File: config.mk
export PLATFORM = sky130hd
export DESIGN_NAME = encoder_index_capture_clear
export DESIGN_NICKNAME = d
export VERILOG_FILES = /design/src/encoder_index_pkg.sv /design/src/encoder_index_capture_clear.sv /design/src/index_event_detect.sv
export SDC_FILE = /design/constraint.sdc
export NUM_CORES = 2
export LEC_CHECK = 0
export BUFFER_PORTS_ARGS = -buffer_cell sky130_fd_sc_hd__buf_4
export CORE_UTILIZATION = 44
export CTS_CLUSTER_DIAMETER = 120
export DETAILED_ROUTE_END_ITERATION = 8
export PLACE_DENSITY = 0.72
export SLEW_MARGIN = 25
export SYNTH_ARGS = -nofsm -noshare
export SYNTH_HDL_FRONTEND = slang
export SYNTH_SLANG_ARGS = --single-unit
File: constraint.sdc
create_clock -name clk -period 12.2 [get_ports clk]
set_input_delay 2.44 -clock clk [delete_from_list [all_inputs] [get_ports clk]]
set_output_delay 2.44 -clock clk [all_outputs]
set_load 0.02 [all_outputs]
File: src/encoder_index_pkg.sv
// Shared constants, register map and types for the encoder index capture/clear block.
package encoder_index_pkg;

	// ----------------------------------------------------------------------
	// Register map
	// ----------------------------------------------------------------------
	localparam logic [7:0] ADDR_ENCODER_SETUP_WORD   = 8'h07;
	localparam logic [7:0] ADDR_ACTUAL_STEP_POSITION = 8'h21;
	localparam logic [7:0] ADDR_STEP_POSITION_CAPT   = 8'h36;
	localparam logic [7:0] ADDR_ENCODER_POSITION     = 8'h50;
	localparam logic [7:0] ADDR_RELOAD_AND_CAPTURE   = 8'h51;
	localparam logic [7:0] ADDR_ENCODER_SCALE        = 8'h54;
	localparam logic [7:0] ADDR_REVOLUTION_COUNT     = 8'h55;

	localparam logic [31:0] REG_RESET_VALUE   = 32'h0000_0000;
	// Scale is 16.16 fixed point; one microstep per angle unit after reset.
	localparam logic [31:0] SCALE_RESET_VALUE = 32'h0001_0000;
	localparam int          SCALE_FRAC_BITS   = 16;

	// ----------------------------------------------------------------------
	// Serial absolute encoder frame
	// ----------------------------------------------------------------------
	localparam int ANGLE_W  = 12;
	localparam int TURN_W   = 12;
	localparam int SER_BITS = ANGLE_W + TURN_W;
	localparam logic [ANGLE_W-1:0] HALF_TURN = 12'h800;

	localparam int CLK_PERIOD_NS     = 50;
	localparam int SER_HALF_NS       = 500;
	localparam int SER_PAUSE_NS      = 21000;
	localparam int SER_HALF_CYCLES   = SER_HALF_NS / CLK_PERIOD_NS;
	localparam int SER_PAUSE_CYCLES  = (SER_PAUSE_NS + CLK_PERIOD_NS - 1) / CLK_PERIOD_NS;
	localparam int TIMER_W           = 9;

	// ----------------------------------------------------------------------
	// Setup word layout, bit 0 first from the right
	// ----------------------------------------------------------------------
	typedef enum logic [1:0] {
		SENSE_LEVEL    = 2'h0,
		SENSE_TO_ACT   = 2'h1,
		SENSE_TO_INACT = 2'h2,
		SENSE_BOTH     = 2'h3
	} index_sense_t;

	typedef struct packed {
		logic [16:0]  unused;
		logic         serial_mode;
		logic         derive_revolutions;
		logic         revolution_signed;
		logic         revolution_enable;
		logic         capture_step_on_index;
		logic         capture_on_index;
		logic         single_shot_on_index;
		logic         repeat_on_index;
		logic         reload_on_index;
		index_sense_t index_sensitivity;
		logic         ignore_quadrature_gate;
		logic         pol_index;
		logic         pol_b_for_index;
		logic         pol_a_for_index;
	} setup_t;

	typedef enum logic [1:0] {
		SER_PAUSE = 2'b01,
		SER_CLOCK = 2'b10
	} ser_state_t;

	typedef struct packed {
		logic [7:0]  addr;
		logic [31:0] wdata;
		logic        wr;
		logic        rd;
	} reg_req_t;

endpackage : encoder_index_pkg

File: src/encoder_index_capture_clear.sv
// Encoder index clear/capture block with serial absolute encoder revolution handling.
//
// Summary of operation
// - Index event from index input by sensitivity: level, to-active, to-inactive, both edges.
// - Ignore-quadrature setting removes A/B polarity qualification of the index event.
// - Reload plus repeat mode overwrites the encoder position on every index event.
// - Single-shot mode without repeat acts on the next index event only, then clears itself.
// - Capture-on-index copies encoder position into the read-only encoder capture register.
// - Capture plus capture-step copies actual step position into the step capture register.
// - Revolution reception off after reset; when on, the field is an unsigned count.
// - Revolution-signed setting makes the received field a two's-complement count.
// - Without reception, derive-revolutions tracks turns from successive angle samples.
// - Derived turns hold only while consecutive samples differ by under half a turn.
// - Encoder position is in microsteps, each absolute position (turns and angle) scaled by the writable encoder scale register.
// - The block drives the serial clock that starts each absolute encoder transfer.
`timescale 1ns/1ps
module encoder_index_capture_clear (
	input  wire logic        clk,
	input  wire logic        rst,
	input  wire logic [7:0]  reg_addr,
	input  wire logic [31:0] reg_wdata,
	input  wire logic        reg_wr,
	input  wire logic        reg_rd,
	output logic      [31:0] reg_rdata,
	input  wire logic        enc_a,
	input  wire logic        enc_b,
	input  wire logic        enc_index,
	input  wire logic        step_pulse,
	input  wire logic        step_dir,
	input  wire logic        ser_data,
	output logic             ser_clk
);
	import encoder_index_pkg::*;

	// ----------------------------------------------------------------------
	// State
	// ----------------------------------------------------------------------
	typedef struct packed {
		setup_t               setup;
		logic [31:0]          step_pos;
		logic [31:0]          step_cap;
		logic [31:0]          enc_pos;
		logic [31:0]          reload;
		logic [31:0]          enc_cap;
		logic [31:0]          scale;
		logic [31:0]          turns;
		logic [ANGLE_W-1:0]   prev_angle;
		logic                 angle_seen;
		ser_state_t           ser_state;
		logic [TIMER_W-1:0]   timer;
		logic [4:0]           bit_cnt;
		logic [SER_BITS-1:0]  shift;
		logic                 ser_clk;
		logic [1:0]           quad_prev;
		logic [31:0]          rdata;
	} state_t;

	state_t   state_reg;
	state_t   state_next;
	reg_req_t req;
	logic     index_event;

	// Combinational scratch values.
	logic                act;
	logic                frame_done;
	logic [ANGLE_W-1:0]  angle;
	logic [TURN_W-1:0]   turn_field;
	logic [31:0]         turns_new;
	logic [31:0]         abs_pos;
	logic signed [63:0]  product;
	logic [1:0]          quad_now;

	assign req.addr  = reg_addr;
	assign req.wdata = reg_wdata;
	assign req.wr    = reg_wr;
	assign req.rd    = reg_rd;

	assign reg_rdata = state_reg.rdata;
	assign ser_clk   = state_reg.ser_clk;

	index_event_detect u_index (
		.clk         (clk),
		.rst         (rst),
		.setup       (state_reg.setup),
		.index_in    (enc_index),
		.quad_a      (enc_a),
		.quad_b      (enc_b),
		.index_event (index_event)
	);

	function automatic logic [31:0] read_mux(input state_t s, input logic [7:0] a);
		case (a)
			ADDR_ENCODER_SETUP_WORD:   read_mux = s.setup;
			ADDR_ACTUAL_STEP_POSITION: read_mux = s.step_pos;
			ADDR_STEP_POSITION_CAPT:   read_mux = s.step_cap;
			ADDR_ENCODER_POSITION:     read_mux = s.enc_pos;
			ADDR_RELOAD_AND_CAPTURE:   read_mux = s.enc_cap;
			ADDR_ENCODER_SCALE:        read_mux = s.scale;
			ADDR_REVOLUTION_COUNT:     read_mux = s.turns;
			default:                   read_mux = 32'h0000_0000;
		endcase
	endfunction : read_mux

	always_comb begin
		state_next = state_reg;
		quad_now   = {enc_a, enc_b};
		frame_done = 1'b0;
		angle      = state_reg.shift[ANGLE_W-1:0];
		turn_field = state_reg.shift[SER_BITS-1:ANGLE_W];
		turns_new  = state_reg.turns;
		abs_pos    = 32'h0000_0000;
		product    = 64'sh0;

		// ------------------------------------------------------------------
		// Internal step position follows the step pulses of the ramp side
		// ------------------------------------------------------------------
		if (step_pulse) begin
			state_next.step_pos = step_dir ? state_reg.step_pos + 32'h0000_0001
			                               : state_reg.step_pos - 32'h0000_0001;
		end

		// ------------------------------------------------------------------
		// Incremental counting, one microstep per valid quadrature transition
		// ------------------------------------------------------------------
		state_next.quad_prev = quad_now;
		if (!state_reg.setup.serial_mode && ^(state_reg.quad_prev ^ quad_now)) begin
			state_next.enc_pos = (state_reg.quad_prev[1] ^ quad_now[0])
				? state_reg.enc_pos + 32'h0000_0001
				: state_reg.enc_pos - 32'h0000_0001;
		end

		// ------------------------------------------------------------------
		// Serial clock generator and receiver
		// ------------------------------------------------------------------
		// The line idles high; a falling edge starts a transfer and data is
		// taken on each rising edge, most significant bit first.
		case (state_reg.ser_state)
			SER_PAUSE: begin
				state_next.ser_clk = 1'b1;
				if (!state_reg.setup.serial_mode) begin
					state_next.timer = '0;
				end else if (state_reg.timer >= TIMER_W'(SER_PAUSE_CYCLES - 1)) begin
					state_next.timer     = '0;
					state_next.bit_cnt   = '0;
					state_next.ser_clk   = 1'b0;
					state_next.ser_state = SER_CLOCK;
				end else begin
					state_next.timer = state_reg.timer + TIMER_W'(1);
				end
			end
			SER_CLOCK: begin
				if (state_reg.timer >= TIMER_W'(SER_HALF_CYCLES - 1)) begin
					state_next.timer   = '0;
					state_next.ser_clk = !state_reg.ser_clk;
					if (!state_reg.ser_clk) begin
						state_next.shift   = {state_reg.shift[SER_BITS-2:0], ser_data};
						state_next.bit_cnt = state_reg.bit_cnt + 5'h01;
					end else if (state_reg.bit_cnt == 5'(SER_BITS)) begin
						state_next.ser_clk   = 1'b1;
						state_next.ser_state = SER_PAUSE;
						frame_done           = 1'b1;
					end
				end else begin
					state_next.timer = state_reg.timer + TIMER_W'(1);
				end
			end
			default: begin
				state_next.ser_state = SER_PAUSE;
				state_next.ser_clk   = 1'b1;
				state_next.timer     = '0;
			end
		endcase

		// ------------------------------------------------------------------
		// Revolution handling and angle scaling at the end of a frame
		// ------------------------------------------------------------------
		if (frame_done && state_reg.setup.serial_mode) begin
			if (state_reg.setup.revolution_enable) begin
				turns_new = state_reg.setup.revolution_signed
					? {{(32-TURN_W){turn_field[TURN_W-1]}}, turn_field}
					: {{(32-TURN_W){1'b0}}, turn_field};
			end else if (state_reg.setup.derive_revolutions && state_reg.angle_seen) begin
				// A jump of half a turn or more cannot be told from a wrap the
				// other way, so the count is only right for slower motion.
				if (angle < state_reg.prev_angle &&
				    (state_reg.prev_angle - angle) > HALF_TURN) begin
					turns_new = state_reg.turns + 32'h0000_0001;
				end else if (angle > state_reg.prev_angle &&
				             (angle - state_reg.prev_angle) > HALF_TURN) begin
					turns_new = state_reg.turns - 32'h0000_0001;
				end
			end else if (!state_reg.setup.derive_revolutions) begin
				turns_new = 32'h0000_0000;
			end
			abs_pos = {turns_new[31-ANGLE_W:0], angle};
			product = $signed(abs_pos) * $signed(state_reg.scale);
			state_next.turns      = turns_new;
			state_next.prev_angle = angle;
			state_next.angle_seen = 1'b1;
			state_next.enc_pos    = product[SCALE_FRAC_BITS+31:SCALE_FRAC_BITS];
		end

		// ------------------------------------------------------------------
		// Index actions
		// ------------------------------------------------------------------
		act = index_event && (state_reg.setup.repeat_on_index ||
		                      state_reg.setup.single_shot_on_index);
		if (act) begin
			if (state_reg.setup.capture_on_index) begin
				state_next.enc_cap = state_reg.enc_pos;
				if (state_reg.setup.capture_step_on_index) begin
					state_next.step_cap = state_reg.step_pos;
				end
			end
			if (state_reg.setup.reload_on_index) begin
				state_next.enc_pos = state_reg.reload;
			end
			if (!state_reg.setup.repeat_on_index) begin
				state_next.setup.single_shot_on_index = 1'b0;
			end
		end

		// ------------------------------------------------------------------
		// Register writes; a software write in the same cycle wins
		// ------------------------------------------------------------------
		if (req.wr) begin
			case (req.addr)
				ADDR_ENCODER_SETUP_WORD:   state_next.setup    = req.wdata;
				ADDR_ACTUAL_STEP_POSITION: state_next.step_pos = req.wdata;
				ADDR_ENCODER_POSITION:     state_next.enc_pos  = req.wdata;
				ADDR_RELOAD_AND_CAPTURE:   state_next.reload   = req.wdata;
				ADDR_ENCODER_SCALE:        state_next.scale    = req.wdata;
				default: begin
				end
			endcase
		end

		state_next.rdata = req.rd ? read_mux(state_reg, req.addr) : 32'h0000_0000;
	end

	always_ff @(posedge clk or posedge rst) begin
		if (rst) begin
			state_reg           <= '0;
			state_reg.setup     <= REG_RESET_VALUE;
			state_reg.scale     <= SCALE_RESET_VALUE;
			state_reg.ser_state <= SER_PAUSE;
			state_reg.ser_clk   <= 1'b1;
		end else begin
			state_reg <= state_next;
		end
	end

endmodule : encoder_index_capture_clear

File: src/index_event_detect.sv
// Index event detector with sensitivity selection and quadrature qualification.
`timescale 1ns/1ps
module index_event_detect (
	input  wire logic                      clk,
	input  wire logic                      rst,
	input  wire encoder_index_pkg::setup_t setup,
	input  wire logic                      index_in,
	input  wire logic                      quad_a,
	input  wire logic                      quad_b,
	output logic                           index_event
);
	import encoder_index_pkg::*;

	typedef struct packed {
		logic index_prev;
	} det_state_t;

	det_state_t state_reg;
	det_state_t state_next;
	logic       act_now;
	logic       act_prev;
	logic       quad_ok;
	logic       raw_event;

	function automatic logic level_fits(input logic level, input logic pol);
		level_fits = (level == pol);
	endfunction : level_fits

	always_comb begin
		state_next            = state_reg;
		state_next.index_prev = index_in;
		act_now  = level_fits(index_in, setup.pol_index);
		act_prev = level_fits(state_reg.index_prev, setup.pol_index);
		case (setup.index_sensitivity)
			SENSE_LEVEL:    raw_event = act_now;
			SENSE_TO_ACT:   raw_event = act_now && !act_prev;
			SENSE_TO_INACT: raw_event = !act_now && act_prev;
			SENSE_BOTH:     raw_event = act_now != act_prev;
			default:        raw_event = 1'b0;
		endcase
		quad_ok = setup.ignore_quadrature_gate ||
			(level_fits(quad_a, setup.pol_a_for_index) &&
			 level_fits(quad_b, setup.pol_b_for_index));
		index_event = raw_event && quad_ok;
	end

	always_ff @(posedge clk or posedge rst) begin
		if (rst) begin
			state_reg <= '0;
		end else begin
			state_reg <= state_next;
		end
	end

endmodule : index_event_detect

Word-level counts from Yosys, hierarchy flattened:

Index checks and enable logic that the tools add are counted.

* multiply operators: 1
* reductions and logical operators: 28
* order comparisons: 6
* equality and inequality tests: 26
* bitwise operators: 3
* add/subtract/negate cells: 10
* multiplexer cells: 48

Operators by type and width (count)
* $mux W32: 18
* $pmux W32 S7: 1
* $add A32 B1 Y32 const B: 3
* $sub A32 B1 Y32 const B: 3
* $mux W64: 1
* $mul A32 B32 Y48: 1
* $mux W41: 1
* $mux W9: 4
* $eq A8 B7 Y1 const B: 4
* $mux W30: 1
* $mux W29: 1
* $gt A12 B12 Y1 const B: 2
* $sub A12 B12 Y12: 2
* $pmux W11 S2: 1
* $eq A8 B6 Y1 const B: 2
* $gt A12 B12 Y1: 1
* $lt A12 B12 Y1: 1
* $ne A2 B2 Y1 const B: 6
* $logic_and A1 B1 Y1: 10
* $mux W1: 10
* $mux W2: 5
* $mux W5: 2
* $pmux W5 S2: 1
* $reduce_and A5 Y1: 2
* 24 further kinds: 39

* input bits: 50
* output and inout bits: 33
* flip-flop bits (word level): 345

Longest topological paths before layout:

* word-level depth: 14
* mapped depth: 49
* depth with buffers taken out: 45

By module:

Synthesis repeated with hierarchy kept, for this count alone.

* cells, all modules: 5384
* area total of the unflattened synthesis: 49884.1 um2

Modules (own cells, without submodules)
* encoder_index_capture_clear: seq. area each 8612.0 um2, cells an instance 5368, times used 1, area each 49749.0 um2
* index_event_detect: seq. area each 25.0 um2, cells an instance 16, times used 1, area each 135.1 um2

Worst setup path after synthesis:

Ideal clock, no wire load.

* path type: register to register
* start point: register state_reg, in the netlist angle[1]
* end point: register state_reg[237] (netlist name)
* library setup time: 0.083 ns
* setup slack: 1.361 ns
* cell stages (with the launch flop): 45
* path buffers: 4
* clock period less this slack: 10.839 ns
* arrival time: 10.756 ns
* cell sequence: dfrtp_1 -> ha_1 -> nor2b_4 -> o31ai_2 -> a2111oi_2 -> or3_1 -> a221o_1 -> or4_4 -> buf_6 -> nand2_1 -> buf_2 -> a21oi_1 -> xnor2_1 -> o21ai_0 -> clkbuf_1 -> nand2_1 -> fa_1 -> inv_1 -> (+9 left out) -> fa_1 -> fa_1 -> ha_1 -> clkbuf_1 -> a21o_1 -> a21oi_1 -> o21ai_0 -> a221oi_1 -> nand2_1 -> a31oi_1 -> o21ai_0 -> a21oi_1 -> o21ai_0 -> a21oi_1 -> mux2_2 -> o2111ai_1 -> a21oi_1 -> o21ai_0

RTL lines
* start: declaration: line encoder_index_capture_clear.sv:58 `state_t state_reg;`
* start signal: assignment: line encoder_index_capture_clear.sv:249 `state_reg <= state_next;`

==> flow_metrics.py <==
metrics = {
    "logic_synthesis": {
        "synth_edf_count": 0,
        "synthCells": 5381,
        "async_flop_share_pct": 100,
        "syn-num-nets": 6529,
        "ys_seq_area_share_pct": 17.4,
        "synth.yosys.warnings": 0,
        "ys_ff_latch": 345,
        "netlist_area_um2": 49700,
        "yosys_most_used_dff": "dfrtp_1",
        "ys_types": 80,
        "syn_avg_cell_area_um2": 9.23,
    },
    "floorplan": {
        "io_pins": 83,
        "core-area_um2": 111000,
        "die-area_um2": 114000,
        "die_w_um": 338,
        "rows": 122,
        "die_h_um": 338,
        "start_util_pct": 44.6,
    },
    "detailed_routing": {
        "dr.pass1.iters": 5,
        "vias": 37500,
        "avgRoutedWirePerCell_um": 20.4,
        "postRouteAntennaNets": 0,
        "via_per_inst": 5.52,
        "finalWirelength_um": 138000,
        "drt_iter0_drc": 2755,
        "drcViolationCount": 0,
    },
    "place": {
        "postPlaceCellArea_um2": 51600,
        "dp.cells": 6713,
        "numPortBuffers": 82,
        "gp_congestion": 0.945,
        "dp_hpwl_um": 107000,
    },
    "critical_path": {
        "critical_path_required_ps": 12680,
        "crit_type": "reg2reg",
        "critPathMaxFanout": 12,
        "cp_slowest_cell": "or4_4",
        "cp_top_family": "adder cells",
        "path_buf_inv": 1,
        "r2r_slack_ps": 540,
        "endpoint_kind": "flop",
        "cp.arrival_ps": 12140,
        "cp_common_cell": "fa_1",
        "start_kind": "flop",
        "worst_path_largest_cell_delay_ps": 670,
    },
    "power": {
        "seqPwrFrac_pct": 34.1,
        "cellInternalPower_mw": 2.72,
        "p_per_area_nw_per_um2": 79.2,
        "p_leak_nw": 26.2,
        "total_power_mw": 4.21,
        "clkPwrFrac_pct": 31.8,
        "sw_frac_of_total_pct": 35.5,
        "peakVddDrop_mv": 0.111,
        "p_comb_share_pct": 34.1,
        "p_sw_mw": 1.50,
    },
    "clock_tree": {
        "ctsHoldBuffers": 0,
        "clk_pin_slew_worst_paths_ps": 60,
        "numClockSinks": 345,
        "cts_max_level": 2,
        "clock_latency_ps": 600,
        "cts_tree": "yes",
        "numCtsBuffers": 41,
        "root_buffer": "clkbuf_16",
        "clk_path_buf_depth": 3,
    },
    "timing": {
        "period_minus_slack_ps": 11660,
        "fmaxAchievable_ghz": 0.0858,
        "worst_pin_slew_ps": 1120,
        "setup_viol": 0,
        "clock-skew-final_ps": 40.5,
        "maxSlewViolCount": 0,
        "fin_crit_sh_pct": 95.6,
        "slew_headroom_pct": 24.8,
        "tns_ps": 0,
        "hold_violations": 0,
    },
    "status": {
        "status": "complete, no violations",
    },
    "job": {
        "maxCapViolations": 0,
    },
    "global_routing": {
        "grt_max_degree": 154,
        "antenna_found_initial": 4,
        "overflow": 0,
        "grt_usage_pct": 25.1,
        "grt_pass1_wl_um": 224000,
        "grt_pass1_vias": 39600,
    },
    "layout": {
        "fin_area_um2": 53200,
        "drive_gt1_share_pct": 9.10,
        "instances_no_fill": 6795,
        "fillers": 10300,
        "nets": 6423,
        "area_delta_synth_final_pct": 7.17,
        "largest_reg_flops": 299,
        "fin_util_pct": 47.8,
    },
    "hold_path": {
        "worstHoldPathType": "reg2reg",
    },
}
-- final cells by class --
| cell class | instances | area [um^2] | share of cell area (%) |
|---|---|---|---|
| Sequential cell | 345 | 8640 | 16.2 |
| Antenna cell | 2 | 5.00 | 0.00940 |
| Inverter | 907 | 3420 | 6.42 |
| Clock buffer | 54 | 1120 | 2.11 |
| Multi-Input combinational cell | 3785 | 36400 | 68.3 |
| Timing Repair Buffer | 195 | 1500 | 2.81 |
| Clock inverter | 19 | 303 | 0.569 |
| Tap cell | 1488 | 1860 | 3.50 |
-- layout by cell type (no fill, tap or decap), types with 16 or more instances in the layout --
master	netlist	final
a211oi_1	18	18
a21o_1	53	53
a21oi_1	230	226
a221oi_1	36	35
a22oi_1	38	38
a31oi_1	19	18
and2_1	446	446
and3_1	18	18
buf_4	32	191
clkbuf_16	0	41
dfrtp_1	342	338
fa_1	841	840
ha_1	257	256
inv_1	907	905
mux2_2	160	160
mux2i_1	60	60
nand2_1	656	655
nand2b_1	35	35
nand3_1	49	49
nor2_1	212	210
nor2b_1	48	47
nor3_1	58	54
nor4_1	17	16
o211ai_1	30	30
o21a_1	18	18
o21ai_0	156	145
xnor2_1	100	99
xor2_1	55	55
-- power groups by stage --
stage               Combinational (mW)  Sequential (mW)  Clock, mW
detailed placement                1.41             1.45          0
global route                      1.61             1.45       1.41
floorplan                         1.12             1.39          0
finish                            1.44             1.44       1.34
global placement                  1.37             1.44          0
CTS                               1.42             1.43       1.36
-- per-layer routing --
| layer | up-vias | track usage, % | part of all wire, % |
|---|---|---|---|
| met5 | - | 0 | 0 |
| met4 | 0 | 6.16 | 2.2 |
| met3 | 202 | 3.75 | 7.7 |
| met2 | 1399 | 41.1 | 47 |
| met1 | 19300 | 35.0 | 43 |
| li1 | 16600 | - | - |
-- logic make-up (layout without fill, tap and decap cells) --
logic type	Yosys count	count (layout)	synth area share [%]
xor+xnor	159	159	2.92
other cells	0	2	0
flops	345	345	17.4
compound gates	689	689	8.68
mux	223	223	4.97
buf+inv	1251	1175	9.77
simple gates	1616	1616	15.9
fa+ha+maj	1098	1098	40.4
-- final timing paths --
kind / cells past startpoint / endpoint / from
hold reg to reg: 2 / state_reg[272]$_DFFE_PP0P_ / state_reg[272]$_DFFE_PP0P_
max in group asynchronous: 4 / state_reg[90]$_DFFE_PP0P_ / rst
min in group asynchronous: 2 / state_reg[69]$_DFF_PP0_ / rst
hold / removal: 2 / state_reg[272]$_DFFE_PP0P_ / state_reg[272]$_DFFE_PP0P_
setup reg to reg: 39 / state_reg[247]$_DFF_PP0_ / angle[1]$_DFFE_PP0P_
setup / recovery: 39 / state_reg[247]$_DFF_PP0_ / angle[1]$_DFFE_PP0P_
-- cells in the mapped netlist (49+ instances only) --
cell      instances  area (um^2)
nand2_1         656         2460
a21oi_1         230         1150
nand3_1          49          245
a21o_1           53          398
o21ai_0         156          781
dfrtp_1         342         8560
xor2_1           55          482
mux2_2          160         1800
fa_1            841        16800
nor3_1           58          290
inv_1           907         3400
and2_1          446         2790
nor2_1          212          796
xnor2_1         100          876
mux2i_1          60          601
ha_1            257         3220
clkbuf_1        291         1090
-- metrics by stage --
step                      worst slack [ps]  hold slack, ps
after floorplan                        200             450
after global placement               -70.8             464
after detailed placement             -88.6             475
after CTS                             99.2             496
after global routing                 -2.56             513
final                                  543             494
-- what timing repair did --
| item | 4_1_cts | 5_1_grt |
|---|---|---|
| pin swaps | 0 | 5 |
| setup endpoints to repair | 1 | 11 |
| resized for setup | 1 | 19 |
| buffers inserted | 0 | 7 |
-- worst register-to-register path: cells and delay by family, from the launching register on --
family,cells,cell delay (ps)
xor gates and xnor gates,4,640
muxes,1,60
AOI/OAI and AO/OA,11,2940
DFF,1,480
adders and majority gates,10,4690
and+or+nand+nor,12,2510
buffers and inverters,1,210
Note: power is estimated with default switching activity, not from simulation.
